File: config.mk
export PLATFORM = sky130hd
export DESIGN_NAME = pmbus_identity_info_registers
export DESIGN_NICKNAME = d
export VERILOG_FILES = /design/src/ident_regs_pkg.sv /design/src/nvm_port_if.sv /design/src/nvm_image_store.sv /design/src/pmbus_identity_info_registers.sv
export SDC_FILE = /design/constraint.sdc
export NUM_CORES = 1
export LEC_CHECK = 0
export ABC_CLOCK_PERIOD_IN_PS = 4200
export BUFFER_PORTS_ARGS = -buffer_cell sky130_fd_sc_hd__buf_2
export CAP_MARGIN = 20
export CORE_MARGIN = 3
export CORE_UTILIZATION = 51
export DETAILED_ROUTE_END_ITERATION = 10
export PLACE_DENSITY_LB_ADDON = 0.15
export SLEW_MARGIN = 5
export SYNTH_ARGS = -nofsm -noshare
export SYNTH_HDL_FRONTEND = slang
export SYNTH_SLANG_ARGS = --single-unit
File: constraint.sdc
create_clock -name core_clk -period 4.2 [get_ports core_clk]
set_clock_uncertainty 0.2 [all_clocks]
set_input_delay 1.26 -clock core_clk [delete_from_list [all_inputs] [get_ports core_clk]]
set_output_delay 1.26 -clock core_clk [all_outputs]
set_load 0.05 [all_outputs]
File: src/ident_regs_pkg.sv
// Constants for the identification and manufacturer-information command bank
package ident_regs_pkg;
  localparam logic [7:0] CMD_MAKER_REV    = 8'h9b;
  localparam logic [7:0] CMD_SERIAL       = 8'h9e;
  localparam logic [7:0] CMD_CHIP_ID      = 8'had;
  localparam logic [7:0] CMD_CHIP_REV     = 8'hae;
  localparam logic [7:0] CMD_LOOP_TUNING  = 8'hb1;
  localparam logic [7:0] CMD_STORE_ALL    = 8'h15;
  localparam logic [7:0] CMD_RESTORE_ALL  = 8'h16;
  localparam logic [7:0] CMD_NONE         = 8'h00;

  localparam logic [2:0] LEN_MAKER_REV    = 3'h3;
  localparam logic [2:0] LEN_SERIAL       = 3'h3;
  localparam logic [2:0] LEN_CHIP_ID      = 3'h6;
  localparam logic [2:0] LEN_CHIP_REV     = 3'h2;
  localparam logic [2:0] LEN_LOOP_TUNING  = 3'h5;

  localparam int IVC_BIT = 7;
  localparam int CML_STATUS_BYTE_BIT = 1;

  // Identification words are arbitrary neutral values
  localparam logic [47:0] CHIP_ID_VALUE   = 48'h5a_a5_01_02_03_04;
  localparam logic [3:0]  REV_FIRST       = 4'h1;
  localparam logic [3:0]  REV_SECOND      = 4'h0;
  localparam logic [7:0]  REV_THIRD       = 8'h00;

  // NVM image word indices
  localparam logic [1:0] NVM_IDX_MAKER    = 2'h0;
  localparam logic [1:0] NVM_IDX_SERIAL   = 2'h1;
  localparam logic [1:0] NVM_IDX_TUNING   = 2'h2;
  localparam logic [1:0] NVM_IDX_LAST     = 2'h2;

  typedef enum logic [1:0] {
    LD_IDLE = 2'b00,
    LD_RUN  = 2'b01,
    LD_DONE = 2'b11
  } load_state_e;
endpackage : ident_regs_pkg

File: src/nvm_port_if.sv
// Interface between the command bank and its NVM image store
`timescale 1ns/10ps
`default_nettype none
interface nvm_port_if;
  logic        wrEn;
  logic [1:0]  addr;
  logic [39:0] wrData;
  logic [39:0] rdData;
  modport master (output wrEn, output addr, output wrData, input rdData);
  modport store  (input wrEn, input addr, input wrData, output rdData);
endinterface : nvm_port_if
`default_nettype wire

File: src/nvm_image_store.sv
// Small NVM image memory with registered read data
`timescale 1ns/10ps
`default_nettype none
module nvm_image_store (
  input  wire logic core_clk,
  nvm_port_if.store nvm
);
  logic [39:0] mem [0:3];
  logic [39:0] rdData_r;

  always_ff @(posedge core_clk) begin
    if (nvm.wrEn) begin
      mem[nvm.addr] <= nvm.wrData;
    end
  end

  always_ff @(posedge core_clk) begin
    rdData_r <= mem[nvm.addr];
  end

  assign nvm.rdData = rdData_r;
endmodule : nvm_image_store
`default_nettype wire

File: src/pmbus_identity_info_registers.sv
// Identification and manufacturer-information PMBus command bank
`timescale 1ns/10ps
`default_nettype none
module pmbus_identity_info_registers (
  input  wire logic        core_clk,
  input  wire logic        srst,
  input  wire logic        cmdValid,
  input  wire logic        cmdWrite,
  input  wire logic [7:0]  cmdCode,
  input  wire logic [47:0] cmdWrData,
  input  wire logic [2:0]  cmdWrLen,
  input  wire logic        conversionOn,
  input  wire logic        useStrap,
  input  wire logic [39:0] strapTuning,
  input  wire logic        clearFaults,
  output logic             rdValid,
  output logic [47:0]      rdData,
  output logic [2:0]       rdLen,
  output logic             cmdError,
  output logic [39:0]      tuningHw,
  output logic [39:0]      tuningStored,
  output logic [23:0]      makerRevisionText,
  output logic [23:0]      unitSerialNumber,
  output logic [7:0]       statusByte,
  output logic [7:0]       statusCml,
  output logic             alertN,
  output logic [15:0]      nvmIntegritySum,
  output logic             loadDone
);
  import ident_regs_pkg::*;

  nvm_port_if nvm ();
  nvm_image_store uStore (
    .core_clk (core_clk),
    .nvm      (nvm)
  );

  function automatic logic isReadOnly(input logic [7:0] code);
    isReadOnly = (code == CMD_CHIP_ID) || (code == CMD_CHIP_REV);
  endfunction : isReadOnly

  function automatic logic [2:0] cmdLength(input logic [7:0] code);
    if (code == CMD_MAKER_REV) cmdLength = LEN_MAKER_REV;
    else if (code == CMD_SERIAL) cmdLength = LEN_SERIAL;
    else if (code == CMD_CHIP_ID) cmdLength = LEN_CHIP_ID;
    else if (code == CMD_CHIP_REV) cmdLength = LEN_CHIP_REV;
    else if (code == CMD_LOOP_TUNING) cmdLength = LEN_LOOP_TUNING;
    else cmdLength = 3'h0;
  endfunction : cmdLength

  load_state_e ldState_r;
  logic [1:0]  ldIdx_r;
  logic        ldCapture_r;
  logic [1:0]  ldCapIdx_r;
  logic        restoreReq;
  logic        storeReq;
  logic        wrOk;
  logic        wrBad;
  logic [1:0]  stIdx_r;
  logic        storing_r;
  logic [15:0] revWord;
  logic [47:0] idWord;

  assign revWord = {REV_FIRST, REV_SECOND, REV_THIRD};
  assign idWord  = CHIP_ID_VALUE;

  assign restoreReq = cmdValid && cmdWrite && (cmdCode == CMD_RESTORE_ALL);
  assign storeReq   = cmdValid && cmdWrite && (cmdCode == CMD_STORE_ALL);
  // Writes of a wrong byte count to writable codes are dropped silently; no fault is flagged
  assign wrOk  = cmdValid && cmdWrite && !isReadOnly(cmdCode) &&
                 (cmdLength(cmdCode) != 3'h0) && (cmdWrLen == cmdLength(cmdCode));
  assign wrBad = cmdValid && cmdWrite && isReadOnly(cmdCode);

  // Power-up and restore loader walks the NVM image
  always_ff @(posedge core_clk) begin
    if (srst) begin
      ldState_r   <= LD_RUN;
      ldIdx_r     <= NVM_IDX_MAKER;
      ldCapture_r <= 1'b0;
      ldCapIdx_r  <= NVM_IDX_MAKER;
    end else begin
      ldCapture_r <= 1'b0;
      case (ldState_r)
        LD_IDLE: begin
          if (restoreReq && !storing_r) begin
            ldState_r <= LD_RUN;
            ldIdx_r   <= NVM_IDX_MAKER;
          end
        end
        LD_RUN: begin
          ldCapture_r <= 1'b1;
          ldCapIdx_r  <= ldIdx_r;
          if (ldIdx_r == NVM_IDX_LAST) begin
            ldState_r <= LD_DONE;
          end else begin
            ldIdx_r <= ldIdx_r + 2'h1;
          end
        end
        LD_DONE: begin
          ldState_r <= LD_IDLE;
        end
        default: ldState_r <= LD_IDLE;
      endcase
    end
  end

  always_ff @(posedge core_clk) begin
    if (srst) begin
      loadDone <= 1'b0;
    end else if (ldState_r == LD_RUN) begin
      loadDone <= 1'b0;
    end else if (ldState_r == LD_DONE) begin
      loadDone <= 1'b1;
    end
  end

  // Store walks the three words out; loader and store never overlap
  always_ff @(posedge core_clk) begin
    if (srst) begin
      storing_r <= 1'b0;
      stIdx_r   <= NVM_IDX_MAKER;
    end else if (storing_r) begin
      if (stIdx_r == NVM_IDX_LAST) begin
        storing_r <= 1'b0;
      end
      stIdx_r <= stIdx_r + 2'h1;
    end else if (storeReq && ldState_r == LD_IDLE) begin
      storing_r <= 1'b1;
      stIdx_r   <= NVM_IDX_MAKER;
    end
  end

  always_comb begin
    nvm.wrEn   = storing_r;
    nvm.addr   = storing_r ? stIdx_r : ldIdx_r;
    nvm.wrData = 40'h0;
    if (stIdx_r == NVM_IDX_MAKER) begin
      nvm.wrData = {16'h0, makerRevisionText};
    end else if (stIdx_r == NVM_IDX_SERIAL) begin
      nvm.wrData = {16'h0, unitSerialNumber};
    end else begin
      nvm.wrData = tuningStored;
    end
  end

  always_ff @(posedge core_clk) begin
    if (srst) begin
      makerRevisionText <= 24'h0;
    end else if (ldCapture_r && ldCapIdx_r == NVM_IDX_MAKER) begin
      makerRevisionText <= nvm.rdData[23:0];
    end else if (wrOk && cmdCode == CMD_MAKER_REV) begin
      makerRevisionText <= cmdWrData[23:0];
    end
  end

  always_ff @(posedge core_clk) begin
    if (srst) begin
      unitSerialNumber <= 24'h0;
    end else if (ldCapture_r && ldCapIdx_r == NVM_IDX_SERIAL) begin
      unitSerialNumber <= nvm.rdData[23:0];
    end else if (wrOk && cmdCode == CMD_SERIAL) begin
      unitSerialNumber <= cmdWrData[23:0];
    end
  end

  // Stored tuning accepts writes whatever conversionOn is; hardware copy follows only when idle
  always_ff @(posedge core_clk) begin
    if (srst) begin
      tuningStored <= 40'h0;
    end else if (ldCapture_r && ldCapIdx_r == NVM_IDX_TUNING) begin
      tuningStored <= useStrap ? strapTuning : nvm.rdData;
    end else if (wrOk && cmdCode == CMD_LOOP_TUNING) begin
      tuningStored <= cmdWrData[39:0];
    end
  end

  always_ff @(posedge core_clk) begin
    if (srst) begin
      tuningHw <= 40'h0;
    end else if (ldCapture_r && ldCapIdx_r == NVM_IDX_TUNING) begin
      tuningHw <= useStrap ? strapTuning : nvm.rdData;
    end else if (wrOk && cmdCode == CMD_LOOP_TUNING && !conversionOn) begin
      tuningHw <= cmdWrData[39:0];
    end
  end

  // Simple add-only sum over maker text, serial and stored tuning, serial included
  always_ff @(posedge core_clk) begin
    if (srst) begin
      nvmIntegritySum <= 16'h0;
    end else begin
      nvmIntegritySum <= makerRevisionText[15:0] + {8'h0, makerRevisionText[23:16]} +
                         unitSerialNumber[15:0] + {8'h0, unitSerialNumber[23:16]} +
                         tuningStored[15:0] + tuningStored[31:16] +
                         {8'h0, tuningStored[39:32]};
    end
  end

  // Block read answer one cycle after the request
  always_ff @(posedge core_clk) begin
    if (srst) begin
      rdValid <= 1'b0;
      rdData  <= 48'h0;
      rdLen   <= 3'h0;
    end else begin
      rdValid <= cmdValid && !cmdWrite && (cmdLength(cmdCode) != 3'h0);
      rdLen   <= cmdLength(cmdCode);
      if (cmdCode == CMD_MAKER_REV) begin
        rdData <= {24'h0, makerRevisionText};
      end else if (cmdCode == CMD_SERIAL) begin
        rdData <= {24'h0, unitSerialNumber};
      end else if (cmdCode == CMD_CHIP_ID) begin
        rdData <= idWord;
      end else if (cmdCode == CMD_CHIP_REV) begin
        rdData <= {32'h0, revWord};
      end else if (cmdCode == CMD_LOOP_TUNING) begin
        rdData <= {8'h0, tuningStored};
      end else begin
        rdData <= 48'h0;
      end
    end
  end

  always_ff @(posedge core_clk) begin
    if (srst) begin
      cmdError <= 1'b0;
    end else begin
      cmdError <= wrBad;
    end
  end

  // Fault set wins over a same-cycle clear
  always_ff @(posedge core_clk) begin
    if (srst) begin
      statusCml  <= 8'h0;
      statusByte <= 8'h0;
    end else if (wrBad) begin
      statusCml[IVC_BIT]              <= 1'b1;
      statusByte[CML_STATUS_BYTE_BIT] <= 1'b1;
    end else if (clearFaults) begin
      statusCml  <= 8'h0;
      statusByte <= 8'h0;
    end
  end

  always_ff @(posedge core_clk) begin
    if (srst) begin
      alertN <= 1'b1;
    end else if (wrBad) begin
      alertN <= 1'b0;
    end else if (clearFaults) begin
      alertN <= 1'b1;
    end
  end
endmodule : pmbus_identity_info_registers
`default_nettype wire

==> impl_metrics.toml <==
[yosys]
ys_warn_count = 0
synth_area_um2 = 17900
synth_largest_area_cell = "dfxtp_1"
synth.most_common_cell = "dfxtp_1"
ys_types = 60
avgSynthCellArea_um2 = 11.6
synth_top_area_share_pct = 27.2
synth_top_flop_cell = "dfxtp_1"
ys_seq_area_share_pct = 54.0
synthArstFlopShare_pct = 0
netlist_top_cells_area = "dfxtp_1, edfxtp_1, mux2i_1, fa_1, mux4_2"
synth-edff-count = 160
synth_commonest_cells = "dfxtp_1, edfxtp_1, nor2_1"
postSynthCellCount = 1548
ys_ff_latch = 403

[clock_network]
ctsLongestPathBuffers = 3
cts_sinks = 403
clkLatencyLatePin_ps = 540
numCtsBuffers = 44
cts_tree = "built"
hold_buffers = 0
cts_root_buffer = "clkbuf_16"
cts-htree-levels = 2
clkSlewWorstSetupHoldPaths_ps = 60

[floorplan]
dieArea_um2 = 37400
ioPinCount = 321
chipWidth_um = 193
core_area_um2 = 34500
start_util_pct = 51.9
die_y_um = 193
num_rows = 68

[sta]
fmax_ghz = 0.227
setup_viol = 9
worst_pin_slew_ps = 1080
finalSetupTns_ps = -955
rsz0062_at_grt = "true"
slew-limit-headroom_pct = 26.3
min_period_ps = 4400
timing.final.crit_share_pct = 105
fin_ws_ps = -199
slew_viol_final = 0
holdWs_ps = 259
finalHoldViolCount = 0

[placed_design]
gp_congestion = 0.980
hpwl_um = 41100
portBuffers = 294

[critical_path]
crit_type = "flop to flop"
cp_slowest_stage_delay_ps = 520
start_kind = "flop"
endpoint_kind = "flop"
ff2ff_path_depth = 16
cp_slowest_cell = "fa_1"
critPathArrivalTime_ps = 4590
cp_cell_sequence = "inv_1 > fa_1 > inv_1 > fa_1 > fa_1 > inv_1 > fa_1 > inv_2 > ha_4 > a211oi_4 > nor3_1 > o41a_1 > buf_4 > o22ai_2 > xor2_1 > nor2_1"
path_common_cell = "fa_1"
worstPathMaxFanout = 2
cp.required_ps = 4390

[detailed_routing]
first_iter_violations = 1261
vias_per_cell = 5.83
ant_nets = 0
detail_route.wl_per_cell_um = 24.4
drc_errors = 0
wl_um = 58500
vias = 13900
drtPass1Iterations = 5

[status]
status = "finished with violations"
failed_checks = "setup timing"

[power]
pwr_density_cell_nw_per_um2 = 558
clkPwrFrac_pct = 30.2
p_leak_uw = 0.00889
combPwrFrac_pct = 30.9
power.share.switching_pct = 35.0
peakVddDrop_mv = 0.519
internal_power_uw = 8010
p_sw_uw = 4320
p_seq_share_pct = 38.9

[hold_path]
holdPathStages = 2
hp-class = "flop to flop"

[global_route]
first_global_vias = 13800
grt_max_degree = 76
grt_usage_pct = 30.4
grt_pass1_wl_um = 86400
antenna_found_initial = 4
overflow = 0

[flow_run]
drv_cap = 0

[cells_and_area]
nNetsFinal = 2093
layout-drive-gt1-share_pct = 31.9
area_delta_synth_final_pct = 23.4
==> flip-flops by register name (all words and copies together) (netlist names) <==
register,count
uStore.mem,160
statusByte,1
tuningStored,40
nvm.wrEn,1
unitSerialNumber,24
ldIdx_r,2
loadDone,1
ldState_r,2
rdValid,1
stIdx_r,2
rdData,41
rdLen,3
tuningHw,40
makerRevisionText,24
cmdError,1
nvmIntegritySum,16
alertN,1
uStore.nvm.rdData,40
ldCapture_r,1
ldCapIdx_r,2
==> final cells by class <==
type	instances	area (um2)
Fill cell	2799	12400
Sequential cell	403	9770
Multi-Input combinational cell	955	7610
Timing Repair Buffer	409	2420
Clock buffer	70	1320
Tap cell	455	569
Inverter	88	330
Clock inverter	12	75.1
Antenna cell	2	5.00
==> metal layers <==
| metal | global-route usage, % | vias up | share of wire [%] |
|---|---|---|---|
| li1 | - | 6238 | - |
| met1 | 39.2 | 6852 | 39 |
| met2 | 48.3 | 732 | 47 |
| met3 | 8.62 | 122 | 9.8 |
| met4 | 13.0 | 2 | 4.1 |
| met5 | 0 | - | 0.021 |
==> power by group through the flow <==
stage,registers (uW),logic (uW),clock network (uW)
after floorplan,5470,1880,0
after global placement,4860,3670,0
after detailed placement,4860,3740,0
after CTS,4780,3780,3750
after global routing,4820,4120,3910
final,4800,3810,3720
==> repair_timing <==
action	in CTS	in global routing
gates resized for setup	5	2
setup buffers	0	2
pin swaps	3	4
setup endpoints to repair	10	10
cloned	0	0
==> kinds of logic (layout without fill, tap and decap cells) <==
| kind of cell | count (synthesis) | in the layout | synth area share (%) |
|---|---|---|---|
| other | 1 | 20 | 0.0209 |
| adder cells (fa/ha/maj) | 86 | 86 | 8.19 |
| buffers and inverters | 207 | 579 | 5.18 |
| flip-flops | 403 | 403 | 54.0 |
| AO/OA/AOI/OAI | 308 | 308 | 10.8 |
| XOR/XNOR | 19 | 19 | 0.929 |
| multiplexers | 158 | 158 | 11.6 |
| AND/OR/NAND/NOR | 366 | 366 | 9.24 |
==> placed cells by master, fill, tap and decap left out, drive strengths merged, types with 5 or more instances in the layout <==
| cell type | instances |
|---|---|
| buf | 409 |
| dfxtp | 243 |
| edfxtp | 160 |
| nor2 | 154 |
| mux2i | 117 |
| o21ai | 100 |
| nand2 | 99 |
| a21oi | 90 |
| inv | 88 |
| clkbuf | 70 |
| nor3 | 56 |
| fa | 52 |
| mux4 | 40 |
| ha | 34 |
| a211oi | 31 |
| a31o | 24 |
| a222oi | 19 |
| conb | 18 |
| nand3b | 12 |
| xnor2 | 11 |
| clkinv | 11 |
| a221o | 9 |
| o31ai | 8 |
| xor2 | 8 |
| nand2b | 6 |
| a31oi | 6 |
| nor2b | 5 |
| a22oi | 5 |
==> worst max-delay path, delay by kind of cell (launching register included) <==
family                   cells  cell delay (ps)
flip-flops                   1              340
AO/OA/AOI/OAI                3              730
XOR/XNOR                     1              210
buffers and inverters        5              440
adder cells (fa/ha/maj)      5             2190
AND/OR/NAND/NOR              2              150
==> metrics by stage <==
stage	cells	total power [uW]	cell area (um2)	utilization, %	setup slack, ps
3_3_place_gp	2308	8530	20700	59.8	-132
5_1_grt	2394	12900	22100	64.0	-339
3_5_place_dp	2308	8600	20700	59.8	-189
4_1_cts	2390	12300	22100	63.9	-196
6_report	2394	12300	22100	64.0	-199
2_1_floorplan	1565	7340	18100	-	-27.4
==> final timing paths <==
check / start / end / slack, ps
worst min-delay path: tuningHw[13] / tuningHw[13] / 260
worst max register to register: tuningStored[18] / nvmIntegritySum[12] / -200
worst min register to register: tuningHw[13] / tuningHw[13] / 260
worst max-delay path: tuningStored[18] / nvmIntegritySum[12] / -200
Note: power is estimated with default switching activity, not from simulation.
